$ cat src/io_sample_pkg.sv
/*
  Package for the I/O sample generator: register offsets, field layouts,
  reset values, report kinds and timing constants.
  Assumes a 40 MHz system clock and an AHB-Lite register bus with 32-bit data.
*/
package io_sample_pkg;

  localparam int          LINE_COUNT        = 15;
  localparam int          ADC_COUNT         = 4;

  // register byte offsets
  localparam logic [7:0]  OFF_DEST_HIGH     = 8'h00;
  localparam logic [7:0]  OFF_DEST_LOW      = 8'h04;
  localparam logic [7:0]  OFF_SAMPLE_INT    = 8'h08;
  localparam logic [7:0]  OFF_CHANGE_MASK   = 8'h0C;
  localparam logic [7:0]  OFF_ADC_REF       = 8'h10;
  localparam logic [7:0]  OFF_SUPPLY_THR    = 8'h14;
  localparam logic [7:0]  OFF_LINE_CFG      = 8'h18;
  localparam logic [7:0]  OFF_ADC_EN        = 8'h1C;
  localparam logic [7:0]  OFF_COMMAND       = 8'h20;
  localparam logic [7:0]  OFF_STATUS        = 8'h24;
  localparam logic [7:0]  OFF_REPORT_LINES  = 8'h28;
  localparam logic [7:0]  OFF_REPORT_INFO   = 8'h2C;

  // command register fields
  localparam int          CMD_FORCE_BIT     = 0;
  localparam int          CMD_REMOTE_BIT    = 1;

  // reset values
  localparam logic [15:0] SAMPLE_INT_RESET  = 16'h0000;
  localparam logic [14:0] CHANGE_MASK_RESET = 15'h0000;
  localparam logic [1:0]  ADC_REF_RESET     = 2'h0;
  localparam logic [15:0] SUPPLY_THR_RESET  = 16'h0000;
  localparam logic [31:0] DEST_RESET        = 32'h0000_0000;

  // adc reference codes
  localparam logic [1:0]  REF_1V25          = 2'h0;
  localparam logic [1:0]  REF_2V5           = 2'h1;
  localparam logic [1:0]  REF_SUPPLY        = 2'h2;

  // analog channel mask bit flagging supply reading
  localparam int          SUPPLY_MASK_BIT   = 7;

  // report kinds
  localparam logic [1:0]  KIND_PERIODIC     = 2'h0;
  localparam logic [1:0]  KIND_CHANGE       = 2'h1;
  localparam logic [1:0]  KIND_LOCAL        = 2'h2;
  localparam logic [1:0]  KIND_REMOTE       = 2'h3;

  // timing
  localparam int          CLOCK_HZ          = 40_000_000;
  localparam int          TICK_MS           = 1;
  localparam int          CYCLES_PER_MS     = CLOCK_HZ / 1000 * TICK_MS;
  localparam int          MS_COUNT_W        = 16;

endpackage

$ cat src/io_sample_generator.sv
/*
  I/O sample generator: periodic, change-detect and forced reports over an
  AHB-Lite register slave. Digital lines, awake level and supply reading come
  from outside the clock domain and are synchronised here; the report and
  response strobes go to a framing stage outside this block.
*/
// Design decisions made here: the AHB-Lite register port and the register offsets.
`timescale 1ns/1ps
module io_sample_generator #(
  parameter int CYCLES_PER_MS = io_sample_pkg::CYCLES_PER_MS
) (
  input  wire logic        clock_in,
  input  wire logic        rst_n_in,
  input  wire logic        hsel_in,
  input  wire logic [31:0] haddr_in,
  input  wire logic [1:0]  htrans_in,
  input  wire logic        hwrite_in,
  input  wire logic [2:0]  hsize_in,
  input  wire logic [31:0] hwdata_in,
  input  wire logic        hready_in,
  output logic      [31:0] hrdata_out,
  output logic             hreadyout_out,
  output logic             hresp_out,
  input  wire logic [14:0] digital_line_in,
  input  wire logic        awake_in,
  input  wire logic [15:0] supply_mv_in,
  output logic             report_valid_out,
  output logic      [1:0]  report_kind_out,
  output logic      [63:0] report_dest_out,
  output logic      [14:0] report_lines_out,
  output logic      [7:0]  report_adc_mask_out,
  output logic      [15:0] report_supply_out,
  output logic             force_error_out,
  output logic      [1:0]  adc_reference_select_out
);

  typedef struct packed {
    logic [14:0] line_s1;
    logic [14:0] line_s2;
    logic        awake_s1;
    logic        awake_s2;
    logic [15:0] supply_s1;
    logic [15:0] supply_s2;
    logic [31:0] dest_address_high;
    logic [31:0] dest_address_low;
    logic [15:0] sample_interval;
    logic [14:0] change_detect_mask;
    logic [1:0]  adc_reference_select;
    logic [15:0] supply_threshold;
    logic [14:0] line_used;
    logic [3:0]  adc_enable;
    logic [14:0] history;
    logic        history_valid;
    logic [15:0] ms_count;
    logic        ap_write;
    logic        ap_read;
    logic [7:0]  ap_addr;
    logic [31:0] rdata;
    logic        report_valid;
    logic [1:0]  report_kind;
    logic [63:0] report_dest;
    logic [14:0] report_lines;
    logic [7:0]  report_adc_mask;
    logic [15:0] report_supply;
    logic        force_error;
    logic [15:0] report_count;
    logic        error_seen;
  } gen_state_t;

  gen_state_t state;
  gen_state_t next_state;
  logic       ms_tick;

  ms_tick_gen #(
    .CYCLES (CYCLES_PER_MS)
  ) u_tick (
    .clock_in (clock_in),
    .rst_n_in (rst_n_in),
    .tick_out (ms_tick)
  );

  function automatic logic [31:0] read_reg(input gen_state_t s, input logic [7:0] a);
    logic [31:0] v;
    v = 32'h0000_0000;
    case (a)
      io_sample_pkg::OFF_DEST_HIGH:    v = s.dest_address_high;
      io_sample_pkg::OFF_DEST_LOW:     v = s.dest_address_low;
      io_sample_pkg::OFF_SAMPLE_INT:   v = {16'h0000, s.sample_interval};
      io_sample_pkg::OFF_CHANGE_MASK:  v = {17'h00000, s.change_detect_mask};
      io_sample_pkg::OFF_ADC_REF:      v = {30'h0000_0000, s.adc_reference_select};
      io_sample_pkg::OFF_SUPPLY_THR:   v = {16'h0000, s.supply_threshold};
      io_sample_pkg::OFF_LINE_CFG:     v = {17'h00000, s.line_used};
      io_sample_pkg::OFF_ADC_EN:       v = {28'h000_0000, s.adc_enable};
      io_sample_pkg::OFF_STATUS:       v = {s.report_count, 14'h0000, s.error_seen,
                                            s.awake_s2};
      io_sample_pkg::OFF_REPORT_LINES: v = {17'h00000, s.report_lines};
      io_sample_pkg::OFF_REPORT_INFO:  v = {s.report_supply, s.report_adc_mask, 6'h00,
                                            s.report_kind};
      default:                         v = 32'h0000_0000;
    endcase
    return v;
  endfunction

  logic        valid_config;
  logic        supply_append;
  logic [14:0] changed;
  logic        periodic_due;
  logic        change_due;
  logic        force_cmd;
  logic        force_remote;
  logic [7:0]  adc_mask;

  always_comb begin
    valid_config = |state.line_used;
    if (state.supply_threshold == 16'h0000) begin
      supply_append = 1'b0;
    end else if (state.supply_threshold == 16'h0001) begin
      supply_append = 1'b1;
    end else begin
      supply_append = state.supply_s2 <= state.supply_threshold;
    end
    adc_mask = {4'h0, state.adc_enable};
    adc_mask[io_sample_pkg::SUPPLY_MASK_BIT] = supply_append;
    changed = (state.line_s2 ^ state.history) & state.change_detect_mask;
    change_due = state.awake_s2 && state.history_valid && (|changed) && valid_config;
    periodic_due = (state.sample_interval != 16'h0000) && ms_tick &&
                   (state.ms_count + 16'h0001 >= state.sample_interval) && valid_config;
    force_cmd = state.ap_write && (state.ap_addr == io_sample_pkg::OFF_COMMAND) &&
                hwdata_in[io_sample_pkg::CMD_FORCE_BIT];
    force_remote = hwdata_in[io_sample_pkg::CMD_REMOTE_BIT];
  end

  always_comb begin
    next_state = state;
    next_state.line_s1   = digital_line_in;
    next_state.line_s2   = state.line_s1;
    next_state.awake_s1  = awake_in;
    next_state.awake_s2  = state.awake_s1;
    next_state.supply_s1 = supply_mv_in;
    next_state.supply_s2 = state.supply_s1;
    next_state.report_valid = 1'b0;
    next_state.force_error  = 1'b0;

    // data phase of a write
    if (state.ap_write) begin
      case (state.ap_addr)
        io_sample_pkg::OFF_DEST_HIGH:   next_state.dest_address_high = hwdata_in;
        io_sample_pkg::OFF_DEST_LOW:    next_state.dest_address_low  = hwdata_in;
        io_sample_pkg::OFF_SAMPLE_INT:  next_state.sample_interval   = hwdata_in[15:0];
        io_sample_pkg::OFF_CHANGE_MASK: next_state.change_detect_mask = hwdata_in[14:0];
        io_sample_pkg::OFF_ADC_REF: begin
          if (hwdata_in[1:0] != 2'h3) begin
            next_state.adc_reference_select = hwdata_in[1:0];
          end
        end
        io_sample_pkg::OFF_SUPPLY_THR:  next_state.supply_threshold = hwdata_in[15:0];
        io_sample_pkg::OFF_LINE_CFG:    next_state.line_used        = hwdata_in[14:0];
        io_sample_pkg::OFF_ADC_EN:      next_state.adc_enable       = hwdata_in[3:0];
        io_sample_pkg::OFF_STATUS:      next_state.error_seen       = 1'b0;
        default: begin
        end
      endcase
    end

    // address phase capture, zero wait states
    next_state.ap_write = hsel_in && hready_in && htrans_in[1] && hwrite_in;
    next_state.ap_read  = hsel_in && hready_in && htrans_in[1] && !hwrite_in;
    next_state.ap_addr  = haddr_in[7:0];
    next_state.rdata    = read_reg(next_state, haddr_in[7:0]);

    // interval reload on write or expiry
    if (state.ap_write && state.ap_addr == io_sample_pkg::OFF_SAMPLE_INT) begin
      next_state.ms_count = 16'h0000;
    end else if (ms_tick) begin
      if (state.ms_count + 16'h0001 >= state.sample_interval) begin
        next_state.ms_count = 16'h0000;
      end else begin
        next_state.ms_count = state.ms_count + 16'h0001;
      end
    end

    if (!state.awake_s2) begin
      next_state.history_valid = 1'b0;
    end else begin
      next_state.history       = state.line_s2;
      next_state.history_valid = 1'b1;
    end

    // force first, then change, then periodic
    if (force_cmd && !valid_config) begin
      next_state.force_error = 1'b1;
      next_state.error_seen  = 1'b1;
    end else if (force_cmd || change_due || periodic_due) begin
      next_state.report_valid = 1'b1;
      if (force_cmd) begin
        next_state.report_kind = force_remote ? io_sample_pkg::KIND_REMOTE
                                              : io_sample_pkg::KIND_LOCAL;
      end else if (change_due) begin
        next_state.report_kind = io_sample_pkg::KIND_CHANGE;
      end else begin
        next_state.report_kind = io_sample_pkg::KIND_PERIODIC;
      end
      next_state.report_dest     = {state.dest_address_high, state.dest_address_low};
      next_state.report_lines    = state.line_s2;
      next_state.report_adc_mask = adc_mask;
      next_state.report_supply   = supply_append ? state.supply_s2 : 16'h0000;
      next_state.report_count    = state.report_count + 16'h0001;
    end
  end

  always_ff @(posedge clock_in or negedge rst_n_in) begin
    if (!rst_n_in) begin
      state <= '0;
    end else begin
      state <= next_state;
    end
  end

  assign hrdata_out               = state.rdata;
  assign hreadyout_out            = 1'b1;
  assign hresp_out                = 1'b0;
  assign report_valid_out         = state.report_valid;
  assign report_kind_out          = state.report_kind;
  assign report_dest_out          = state.report_dest;
  assign report_lines_out         = state.report_lines;
  assign report_adc_mask_out      = state.report_adc_mask;
  assign report_supply_out        = state.report_supply;
  assign force_error_out          = state.force_error;
  assign adc_reference_select_out = state.adc_reference_select;

  property p_no_report_unconfigured;
    @(posedge clock_in) disable iff (!rst_n_in)
      (state.line_used == 15'h0000) |=> !state.report_valid;
  endproperty
  a_no_report_unconfigured: assert property (p_no_report_unconfigured)
    else $error("report made with no configured line");

  property p_dest_pair;
    @(posedge clock_in) disable iff (!rst_n_in)
      state.report_valid |->
        state.report_dest == {$past(state.dest_address_high), $past(state.dest_address_low)};
  endproperty
  a_dest_pair: assert property (p_dest_pair)
    else $error("report destination mismatch");

  property p_force_error;
    @(posedge clock_in) disable iff (!rst_n_in)
      (force_cmd && !valid_config) |=> state.force_error && !state.report_valid;
  endproperty
  a_force_error: assert property (p_force_error)
    else $error("force without lines not refused");

  property p_force_report;
    @(posedge clock_in) disable iff (!rst_n_in)
      (force_cmd && valid_config) |=> state.report_valid && state.report_kind[1];
  endproperty
  a_force_report: assert property (p_force_report)
    else $error("force did not report");

  property p_change_report;
    @(posedge clock_in) disable iff (!rst_n_in)
      (change_due && !force_cmd) |=> state.report_valid &&
        state.report_kind == io_sample_pkg::KIND_CHANGE;
  endproperty
  a_change_report: assert property (p_change_report)
    else $error("change did not report");

  property p_asleep_no_change;
    @(posedge clock_in) disable iff (!rst_n_in)
      !state.awake_s2 |-> !change_due ##1 !change_due;
  endproperty
  a_asleep_no_change: assert property (p_asleep_no_change)
    else $error("change seen while asleep");

  property p_supply_zero;
    @(posedge clock_in) disable iff (!rst_n_in)
      (state.report_valid && $past(state.supply_threshold) == 16'h0000) |->
        !state.report_adc_mask[io_sample_pkg::SUPPLY_MASK_BIT];
  endproperty
  a_supply_zero: assert property (p_supply_zero)
    else $error("supply appended with zero threshold");

  property p_supply_flag;
    @(posedge clock_in) disable iff (!rst_n_in)
      (state.report_valid && $past(state.supply_threshold) > 16'h0001) |->
        state.report_adc_mask[io_sample_pkg::SUPPLY_MASK_BIT] ==
        ($past(state.supply_s2) <= $past(state.supply_threshold));
  endproperty
  a_supply_flag: assert property (p_supply_flag)
    else $error("supply flag wrong");

  property p_periodic_off;
    @(posedge clock_in) disable iff (!rst_n_in)
      (state.sample_interval == 16'h0000) |-> !periodic_due;
  endproperty
  a_periodic_off: assert property (p_periodic_off)
    else $error("periodic report with zero interval");

  c_periodic: cover property (@(posedge clock_in) disable iff (!rst_n_in)
    state.report_valid && state.report_kind == io_sample_pkg::KIND_PERIODIC);
  c_change: cover property (@(posedge clock_in) disable iff (!rst_n_in)
    state.report_valid && state.report_kind == io_sample_pkg::KIND_CHANGE);
  c_force_err: cover property (@(posedge clock_in) disable iff (!rst_n_in)
    state.force_error);

endmodule

$ cat src/ms_tick_gen.sv
/*
  Millisecond tick generator for the I/O sample generator.
  Assumes the 40 MHz clock from the package and an active-low async reset.
*/
`timescale 1ns/1ps
module ms_tick_gen #(
  parameter int CYCLES = io_sample_pkg::CYCLES_PER_MS
) (
  input  wire logic clock_in,
  input  wire logic rst_n_in,
  output logic      tick_out
);

  typedef struct packed {
    logic [15:0] count;
    logic        tick;
  } tick_state_t;

  tick_state_t state;
  tick_state_t next_state;

  always_comb begin
    next_state = state;
    next_state.tick = 1'b0;
    if (state.count == 16'(CYCLES - 1)) begin
      next_state.count = 16'h0000;
      next_state.tick  = 1'b1;
    end else begin
      next_state.count = state.count + 16'h0001;
    end
  end

  always_ff @(posedge clock_in or negedge rst_n_in) begin
    if (!rst_n_in) begin
      state <= '0;
    end else begin
      state <= next_state;
    end
  end

  assign tick_out = state.tick;

endmodule

$ cat config.mk
export PLATFORM = sky130hd
export DESIGN_NAME = io_sample_generator
export DESIGN_NICKNAME = d
export VERILOG_FILES = /design/src/io_sample_pkg.sv /design/src/io_sample_generator.sv /design/src/ms_tick_gen.sv
export SDC_FILE = /design/constraint.sdc
export NUM_CORES = 1
export LEC_CHECK = 0
export ABC_AREA = 1
export ABC_CLOCK_PERIOD_IN_PS = 3000
export CAP_MARGIN = 20
export CORE_AREA = 2 2 223 225
export CTS_CLUSTER_DIAMETER = 50
export DETAILED_ROUTE_END_ITERATION = 7
export DIE_AREA = 0 0 225 227
export DONT_BUFFER_PORTS = 1
export GPL_TIMING_DRIVEN = 1
export PLACE_DENSITY_LB_ADDON = 0.2
export SETUP_SLACK_MARGIN = 0.2
export SLEW_MARGIN = 20
export SYNTH_ARGS = -nofsm -noshare
export SYNTH_HDL_FRONTEND = slang
export SYNTH_HIERARCHICAL = 1
export SYNTH_SLANG_ARGS = --single-unit
export TNS_END_PERCENT = 1
$ cat constraint.sdc
create_clock -name clock_in -period 3 [get_ports clock_in]
set_input_delay 0 -clock clock_in [delete_from_list [all_inputs] [get_ports clock_in]]
set_output_delay 0 -clock clock_in [all_outputs]
set_load 0.05 [all_outputs]
==> impl_metrics.py, run 1 <==
metrics = {
    "clock_network": {
        "cts_tree": "built",
        "clk_latency_ns": 0.59,
        "path_clk_slew_ns": 0.06,
        "ctsHoldBuffers": 113,
        "cts_buffers": 49,
        "cts_max_level": 2,
        "cts_sinks": 407,
        "root_buffer": "clkbuf_16",
        "clockBufferDepth": 3,
    },
    "placement": {
        "hpwl_um": 39500,
        "placedCellCount": 2726,
        "placed_area_um2": 19100,
        "gp_congestion": 0.894,
        "pre_cts_slack_ns": 0.0284,
        "numPortBuffers": 0,
    },
    "timing": {
        "timing.fmax_ghz": 0.338,
        "period_minus_slack_ns": 2.96,
        "fin_crit_sh_pct": 98.7,
        "worstMarginPinSlew_ns": 1.15,
        "fin_skew_ns": 0.0204,
        "rsz0062_at_grt": "yes",
        "hold_ws_ns": -0.858,
        "max_slew_margin_pct": 23.3,
        "setup_viol_count_final": 0,
        "hold_violations": 407,
        "tns_ns": 0,
        "slew_viol_final": 0,
        "worst_slack_ns": 0.0394,
    },
    "power_and_ir_drop": {
        "power_switching_share_pct": 27.2,
        "power.switching_mw": 3.60,
        "power_leakage_nw": 11.4,
        "pwr-share-clk_pct": 45.1,
        "p_int_mw": 9.63,
        "total_power_mw": 13.2,
        "p_seq_share_pct": 49.5,
        "p_per_area_nw_per_um2": 600,
        "combPwrFrac_pct": 5.4,
        "peakVddDrop_mv": 0.382,
    },
    "setup_path": {
        "cp_top_family": "simple AND/OR/NAND/NOR gates",
        "critPathLaunchType": "register",
        "path_buf_inv": 4,
        "cp_slowest_cell": "dfrtp_1",
        "crit_chain": "inv_1 > nor3_2 > nand2_1 > nor2_1 > nand4_1 > xor2_1 > inv_1 > ha_1 > nand2_2 > o21ai_0 > a21oi_1 > nand2_1 > nand2_2 > nand3_4 > buf_4 > buf_12 > nand3_1 > nand2_1",
        "crit_path_frequent_cell": "nand2_1",
        "crit_path_end_kind": "register",
        "critPathKind": "register to register",
        "critical_path_required_ns": 3.46,
        "critPathArrivalTime_ns": 3.42,
        "crit_fanout": 35,
        "cp_slowest_stage_delay_ns": 0.39,
    },
    "final_layout": {
        "final_cell_mix": "nand2_1 (711), dfrtp_1 (407), inv_1 (238)",
        "instances_no_fill": 2938,
        "finalNetCount": 2420,
        "fin_util_pct": 45.4,
        "drive_gt1_share_pct": 8.82,
        "finalInstanceArea_um2": 22000,
        "area_growth_pct": 14.0,
        "final_common_cell": "nand2_1",
    },
    "logic_synthesis": {
        "avgSynthCellArea_um2": 8.53,
        "synth_warnings": 6,
        "yosys.area.top_type": "dfrtp_1",
        "ys_ff_latch": 407,
        "synthArstFlopShare_pct": 100,
        "synth_area_um2": 19300,
        "synth_seq_area_share_pct": 52.7,
        "synth-edff-count": 0,
        "synth.distinct_cells": 46,
        "synth_top_area_share_pct": 52.7,
        "ys.flop_type": "dfrtp_1",
        "synthCells": 2268,
        "yosys-top-cells-area": "dfrtp_1 (53%), nand2_1 (14%), buf_4 (5.6%), inv_1 (4.6%), nand3_1 (4.2%)",
    },
    "die": {
        "fp.dieH_um": 227,
        "pin_count": 249,
        "rows": 81,
        "start_util_pct": 39.8,
        "fp.dieW_um": 225,
        "dieArea_um2": 51100,
        "fp.coreArea_um2": 48500,
    },
    "global_route": {
        "grt_pass1_wl_um": 86300,
        "grt_use_met3_pct": 4.47,
        "met2_usage_pct": 34.5,
        "grt_pass1_vias": 14100,
        "grt.busiest_layer": "met2",
        "grt_start_max_net_pins": 408,
        "overflow": 0,
        "met1_usage_pct": 32.0,
        "antenna_found_initial": 3,
        "grt_use_total_pct": 22.3,
    },
    "status": {
        "status": "finished with violations",
        "violations": "negative hold slack",
    },
    "routing": {
        "ant_nets": 0,
        "drtPass1Iterations": 8,
        "viasPerCell": 4.99,
        "vias": 14700,
        "wirelength_um": 56500,
        "wire_per_inst_um": 19.2,
        "drtIter0Drc": 1399,
        "drc_errors": 0,
    },
    "job": {
        "drv_cap": 0,
    },
    "hold_path": {
        "hold_path_class": "input pin to asynchronous set/reset pin",
    },
}
-- cells in the mapped netlist (8+ instances only) --
| cell type | n |
|---|---|
| nand2_1 | 714 |
| dfrtp_1 | 407 |
| inv_1 | 238 |
| nand3_1 | 163 |
| buf_4 | 145 |
| nor2_1 | 128 |
| o21ai_0 | 92 |
| ha_1 | 35 |
| clkbuf_1 | 31 |
| xor2_1 | 30 |
| a21oi_1 | 26 |
| o21ai_1 | 26 |
| o22ai_1 | 23 |
| buf_2 | 22 |
| nor3_1 | 20 |
| nand4_1 | 19 |
| nand3b_1 | 17 |
| buf_6 | 15 |
| inv_2 | 10 |
| mux2_2 | 10 |
| nand2_2 | 8 |
| o21a_1 | 8 |
-- power groups by stage --
stage | combinational (mW) | sequential (mW) | clock [mW]
finish | 0.716 | 6.55 | 5.96
global route | 0.810 | 6.57 | 6.35
CTS | 0.716 | 6.55 | 6.11
detailed placement | 0.543 | 6.65 | 0
global placement | 0.525 | 6.65 | 0
floorplan | 1.19 | 5.99 | 0
-- cells by family after synthesis --
family / count (synthesis) / synth area share [%]
compound gates: 192 / 5.51
other cells: 2 / 0.0388
simple gates: 1121 / 24.7
flops: 407 / 52.7
buf+inv: 466 / 12.6
mux: 12 / 0.686
fa+ha+maj: 35 / 2.26
xor+xnor: 33 / 1.49
-- layout make-up --
| type | instances | area [um^2] |
|---|---|---|
| antenna | 2 | 5.00 |
| clock buffer | 68 | 1380 |
| clock inverter | 18 | 234 |
| fill | 4684 | 26500 |
| inverter | 249 | 936 |
| multi-input combinational | 1398 | 6800 |
| sequential | 407 | 10200 |
| tap | 622 | 778 |
| timing repair buffer | 174 | 1720 |
-- sequential cells by signal, summed over array words and instances (netlist names), 5 cells and up --
register,count
next_state,32
hrdata_out,32
report_dest_out,64
report_lines_out,15
u_tick/state,16
report_adc_mask_out,5
state,216
report_supply_out,16
-- layer usage --
layer  vias up  share of wire, %
met5         -                 0
met4         0               2.3
met3        82               6.6
met2       485                46
met1      7073                46
li1       7016                 -
-- worst paths after layout --
path                       slack (ns)            start              endpoint  cells after the start
setup reg to reg                 0.04       state[173]  report_supply_out[5]                     18
min in group clock_in            0.05      haddr_in[1]         hrdata_out[1]                      5
setup / recovery                 0.04       state[173]  report_supply_out[5]                     18
hold / removal                  -0.86         rst_n_in       next_state[366]                      0
max in group asynchronous        2.94         rst_n_in         hrdata_out[7]                      0
hold reg to reg                  0.34  next_state[372]            state[372]                      0
-- repair_timing --
item                                    4_1_cts  5_1_grt
cloned                                        1        0
endpoints found under the hold margin       617      407
pin swaps                                     2        7
endpoints found under the setup margin      119      135
resized for setup                             8        5
setup buffers                                 5        5
Power figures use the tool's default switching activity.
==> inputs of run 2 (changes only) <==
- ABC_CLOCK_PERIOD_IN_PS: 3000 -> 3200
- CTS_CLUSTER_DIAMETER: 50 -> unset
- clock period: 3 -> 3.2 ns (I/O delays scaled with it)
==> run 2 against run 1 <==
Against the previous run: routed wire length is 3.7% higher; non-clock buffer count increased by 4; the flow still finishes with violations (negative hold slack); first-iteration DRC count shrank 7.3%; sequential cell count is the same; sequential power is 6.3% lower; utilization grew 0.96 points; cell count about the same; via count grew 0.73%; global-route usage down 0.20 points; sequential share of layout area decreased by 0.94 points; critical path depth is 3 higher; maximum frequency decreased by 1.2%.
==> impl_metrics.py, run 2 (synthesized netlist as in run 1, its figures left out) <==
metrics = {
    "status": {
        "status": "finished with violations",
        "violations": "negative hold slack",
    },
    "routing": {
        "drc_errors": 0,
        "wire_per_inst_um": 19.9,
        "vias": 14800,
        "wirelength_um": 58700,
        "ant_nets": 0,
        "viasPerCell": 5.02,
        "drtIter0Drc": 1297,
        "drtPass1Iterations": 5,
    },
    "power_and_ir_drop": {
        "power_leakage_nw": 11.6,
        "peakVddDrop_mv": 0.421,
        "total_power_mw": 12.5,
        "p_per_area_nw_per_um2": 554,
    },
    "timing": {
        "slew_viol_final": 0,
        "tns_ns": 0,
        "hold_ws_ns": -0.858,
        "worstMarginPinSlew_ns": 0.996,
        "setup_viol_count_final": 0,
        "period_minus_slack_ns": 3.00,
        "rsz0062_at_grt": "yes",
        "timing.fmax_ghz": 0.334,
        "max_slew_margin_pct": 33.6,
        "fin_skew_ns": 0.0175,
        "worst_slack_ns": 0.202,
        "hold_violations": 407,
        "fin_crit_sh_pct": 93.7,
    },
    "placement": {
        "pre_cts_slack_ns": 0.104,
        "placed_area_um2": 19000,
        "numPortBuffers": 0,
        "hpwl_um": 38800,
        "gp_congestion": 0.878,
    },
    "global_route": {
        "overflow": 0,
        "grt_use_total_pct": 22.2,
        "antenna_found_initial": 4,
        "grt_pass1_vias": 14100,
        "grt_start_max_net_pins": 408,
        "grt_pass1_wl_um": 85800,
    },
    "setup_path": {
        "worstReg2RegStart": "state[166]",
        "rr_endpoint": "report_dest_out[7]",
        "critPathKind": "register to register",
        "critPathArrivalTime_ns": 3.45,
        "crit_end": "report_dest_out[7]",
        "critPathLaunchType": "register",
        "critical_path_required_ns": 3.65,
        "r2r_cells": 21,
        "crit_fanout": 8,
        "crit_start": "state[166]",
        "regToRegSetupSlack_ns": 0.20,
        "crit_path_end_kind": "register",
    },
    "clock_network": {
        "clk_latency_ns": 0.58,
        "path_clk_slew_ns": 0.06,
        "cts_tree": "built",
        "cts_max_level": 2,
        "clockBufferDepth": 3,
        "cts_buffers": 46,
        "root_buffer": "clkbuf_16",
        "ctsHoldBuffers": 112,
        "cts_sinks": 407,
    },
    "final_layout": {
        "regMostFlops": "state",
        "multi_input_area_um2": 7020,
        "register_area_um2": 10200,
        "finalNetCount": 2423,
        "final_cell_mix": "nand2_1 (693), dfrtp_1 (404), inv_1 (235)",
        "drive_gt1_share_pct": 10.9,
        "largest_reg_flops": 216,
        "fillers": 4629,
        "area_growth_pct": 16.4,
        "final_common_cell": "nand2_1",
        "finalInstanceArea_um2": 22500,
    },
    "die": {
        "start_util_pct": 39.8,
        "rows": 81,
        "pin_count": 249,
        "fp.coreArea_um2": 48500,
        "fp.dieH_um": 227,
        "dieArea_um2": 51100,
        "fp.dieW_um": 225,
    },
    "job": {
        "drv_cap": 0,
    },
    "hold_path": {
        "hold_path_class": "input pin to asynchronous set/reset pin",
    },
}
-- run 2: changes by cell type in the layout (fill, tap and decap cells not counted), moves of 4 or more --
cell / previous run / this run
nand2_2: 10 / 25
clkbuf_8: 4 / 10
buf_6: 0 / 6
clkbuf_16: 51 / 56
buf_4: 51 / 39
nand3_1: 163 / 159
clkbuf_1: 13 / 6
nand2_1: 711 / 693
-- run 2: routing by layer --
layer  track usage (%)  part of all wire [%]
met2              34.5                    46
met3              4.50                   6.8
met5                 0                 0.046
met1              31.1                    45
met4              7.07                   2.6
-- run 2: how the worst min path moves through the flow --
| stage | endpoint | depth (start not counted) | slack [ns] | startpoint |
|---|---|---|---|---|
| global placement | next_state[366] | 0 | -0.28 | rst_n_in |
| global route | next_state[366] | 0 | -0.88 | rst_n_in |
| floorplan | adc_mask[0] | 0 | -0.30 | rst_n_in |
| detailed placement | next_state[365] | 0 | -0.28 | rst_n_in |
| finish | next_state[366] | 0 | -0.86 | rst_n_in |
| CTS | state[9] | 0 | -0.90 | rst_n_in |
-- run 2: metrics by stage --
stage	instances	utilization, %
CTS	2914	45.0
global placement	2712	39.2
floorplan	2271	-
finish	2940	46.4
detailed placement	2712	39.2
global route	2939	46.4
-- run 2: critical path, cell delays in order, from the launching register on --
cell and delay (ns):
dfrtp_2 0.41, ha_4 0.17, nand2_4 0.05, nor2_4 0.14, nand2_2 0.09, nor2_2 0.14
buf_4 0.13, nand2_2 0.04, nand2_2 0.08, inv_2 0.05, ha_4 0.26, nand4_1 0.12
nor3_2 0.20, nand2_1 0.08, nand2_2 0.10, nand2_4 0.06, nand3_4 0.07, buf_12 0.17
nand2_8 0.13, clkbuf_16 0.25, nand2_2 0.05, nand2_1 0.05
-- run 2: timing repair --
| action | 4_1_cts | 5_1_grt |
|---|---|---|
| gates cloned | 1 | 13 |
| endpoints found under the setup margin | 118 | 126 |
| buffers inserted | 7 | 11 |
| endpoints found under the hold margin | 616 | 407 |
| pin swaps | 3 | 33 |
| resized for setup | 5 | 65 |
-- run 2: layout make-up --
| cell class | count | share of cell area, % |
|---|---|---|
| Sequential cell | 407 | 45.3 |
| Multi-Input combinational cell | 1400 | 31.2 |
| Timing Repair Buffer | 178 | 8.75 |
| Clock buffer | 63 | 5.94 |
| Inverter | 249 | 4.16 |
| Tap cell | 622 | 3.46 |
| Clock inverter | 19 | 1.20 |
| Antenna cell | 2 | 0.0222 |
-- run 2: where the power goes --
group,internal (mW),switching [mW],leakage [nW]
clock,3.41,2.19,0.786
sequential,5.38,0.751,4.83
combinational,0.334,0.400,6.00
==> inputs of run 3 (changes only) <==
- CORE_AREA: 2 2 223 225 -> 2 2 200 202
- DIE_AREA: 0 0 225 227 -> 0 0 202 204
- PLACE_DENSITY: unset -> 0.67
- PLACE_DENSITY_LB_ADDON: 0.2 -> unset
==> run 3 against run 2 <==
Against the previous run: the flow finishes with violations (negative hold slack, max-slew violations); highest routed layer unchanged; cell count is 4.7% lower; register-to-register slack improved by 0.08 ns; die area is 19% lower; critical path depth is 3 lower; largest power group unchanged; critical path type unchanged; first-iteration DRC count increased by 2.9%; hold slack gained 0.019 ns.
==> impl_metrics.py, run 3 (synthesized netlist as in run 1, its figures left out) <==
metrics = {
    "placement": {
        "numPortBuffers": 0,
        "hpwl_um": 36600,
        "placed_area_um2": 18800,
        "gp_congestion": 0.888,
    },
    "clock_network": {
        "cts_buffers": 44,
        "clockBufferDepth": 3,
        "cts_tree": "built",
        "cts_max_level": 2,
        "root_buffer": "clkbuf_16",
        "cts_sinks": 407,
        "ctsHoldBuffers": 112,
        "clk_latency_ns": 0.57,
        "path_clk_slew_ns": 0.06,
    },
    "timing": {
        "worstMarginPinSlew_ns": 1.55,
        "hold_violations": 407,
        "fin_skew_ns": 0.0204,
        "rsz0062_at_grt": "yes",
        "period_minus_slack_ns": 2.92,
        "fin_crit_sh_pct": 91.2,
        "tns_ns": 0,
        "hold_ws_ns": -0.839,
        "max_slew_margin_pct": -3.13,
        "slew_viol_final": 64,
        "timing.fmax_ghz": 0.343,
        "setup_viol_count_final": 0,
    },
    "global_route": {
        "grt_pass1_wl_um": 83900,
        "met1_usage_pct": 35.8,
        "grt_use_met3_pct": 5.93,
        "overflow": 0,
        "grt_pass1_vias": 14700,
        "grt_use_total_pct": 26.2,
        "grt_start_max_net_pins": 408,
        "antenna_found_initial": 4,
        "met2_usage_pct": 41.7,
        "grt.busiest_layer": "met2",
    },
    "die": {
        "fp.coreArea_um2": 39200,
        "fp.dieW_um": 202,
        "dieArea_um2": 41200,
        "fp.dieH_um": 204,
        "start_util_pct": 49.4,
        "rows": 73,
        "pin_count": 249,
    },
    "final_layout": {
        "regMostFlops": "state",
        "final_common_cell": "nand2_1",
        "drive_gt1_share_pct": 9.41,
        "largest_reg_flops": 216,
        "final_cell_mix": "nand2_1 (678), dfrtp_1 (407), inv_1 (237)",
        "area_growth_pct": 12.2,
        "finalNetCount": 2383,
        "fillers": 3429,
        "finalInstanceArea_um2": 21700,
    },
    "power_and_ir_drop": {
        "power.switching_mw": 3.23,
        "p_int_mw": 8.94,
        "peakVddDrop_mv": 0.485,
        "power_leakage_nw": 11.2,
        "combPwrFrac_pct": 5.5,
        "p_per_area_nw_per_um2": 561,
        "pwr-share-clk_pct": 44.2,
        "p_seq_share_pct": 50.3,
        "power_switching_share_pct": 26.6,
    },
    "setup_path": {
        "crit_path_end_kind": "register",
        "cp_top_family": "simple AND/OR/NAND/NOR gates",
        "crit_chain": "ha_2 > nand2_1 > nor2_2 > nand2_2 > nor2_4 > nand4_1 > xor2_1 > inv_1 > ha_1 > nand2_2 > nor3_2 > nand2_1 > nand2_2 > nand2_4 > nand3_4 > buf_4 > nand3_1 > nand2_2",
        "cp_slowest_cell": "dfrtp_1",
        "crit_path_frequent_cell": "nand2_2",
        "r2r_cells": 18,
        "critPathLaunchType": "register",
        "cp_slowest_stage_delay_ns": 0.37,
        "critPathKind": "register to register",
        "path_buf_inv": 2,
        "critical_path_required_ns": 3.70,
        "worst-path-stages": 18,
        "critPathArrivalTime_ns": 3.41,
        "crit_fanout": 23,
    },
    "routing": {
        "viasPerCell": 5.27,
        "wirelength_um": 53500,
        "vias": 14800,
        "drtPass1Iterations": 6,
        "ant_nets": 0,
        "wire_per_inst_um": 19.1,
        "drc_errors": 0,
        "drtIter0Drc": 1334,
    },
    "status": {
        "violations": "negative hold slack, max-slew violations",
        "status": "finished with violations",
    },
    "job": {
        "drv_cap": 0,
    },
    "hold_path": {
        "hold_path_class": "input pin to asynchronous set/reset pin",
    },
}
run 3: changes by cell type in the layout (fill, tap and decap cells not counted), moves of 3 or more:
| cell | previous run | this run |
|---|---|---|
| dfrtp_1 | 404 | 407 |
| buf_4 | 39 | 23 |
| nand2_1 | 693 | 678 |
| clkbuf_16 | 56 | 45 |
| nand3_1 | 159 | 162 |
| dfrtp_2 | 3 | 0 |
| buf_12 | 9 | 4 |
| buf_6 | 6 | 1 |
| nand2_2 | 25 | 41 |
run 3: metal layers:
metal  share of wire, %  vias up
li1                   -     6910
met1                 43     7148
met2                 46      602
met3                8.4       91
met4                2.9        2
met5              0.021        -
run 3: metrics by stage:
step,cells,utilization (%),setup WS (ns),power [mW],hold WS [ns]
floorplan,2271,-,0.458,6.72,-0.296
global placement,2606,47.9,0.198,6.68,-0.277
detailed placement,2606,47.9,0.177,6.71,-0.275
CTS,2800,54.9,0.208,12.2,-0.874
global route,2801,55.4,0.0600,12.6,-0.867
finish,2802,55.4,0.283,12.2,-0.839
run 3: final cells by class:
cell class / count / area [um^2] / area share (%)
tap: 525 / 657 / 3.03
timing repair buffer: 142 / 1440 / 6.64
sequential: 407 / 10200 / 46.9
multi-input combinational: 1398 / 6940 / 32.0
antenna: 2 / 5.00 / 0.0231
clock inverter: 20 / 268 / 1.23
inverter: 249 / 936 / 4.31
clock buffer: 59 / 1270 / 5.85
run 3: worst paths after layout:
kind | from | to | slack, ns
min reg2reg | next_state[341] | state[341] | 0.35
max | state[166] | report_lines_out[3] | 0.28
max reg2reg | state[166] | report_lines_out[3] | 0.28
max in group asynchronous | rst_n_in | report_supply_out[4] | 2.82
min in group clock_in | haddr_in[0] | hrdata_out[6] | 0.04
min | rst_n_in | state[195] | -0.84
run 3: power by group through the flow:
| stage | logic (mW) | clock network, mW | registers, mW |
|---|---|---|---|
| finish | 0.667 | 5.39 | 6.12 |
| global route | 0.752 | 5.69 | 6.15 |
| CTS | 0.646 | 5.47 | 6.12 |
| detailed placement | 0.498 | 0 | 6.21 |
| global placement | 0.478 | 0 | 6.21 |
| floorplan | 1.11 | 0 | 5.61 |
run 3: what timing repair did:
| action | in CTS | in global routing |
|---|---|---|
| gates cloned | 1 | 0 |
| setup buffers | 2 | 0 |
| resized for setup | 6 | 56 |
| endpoints found under the hold margin | 616 | 407 |
| setup endpoints to repair | 90 | 125 |
| pin swaps | 1 | 51 |
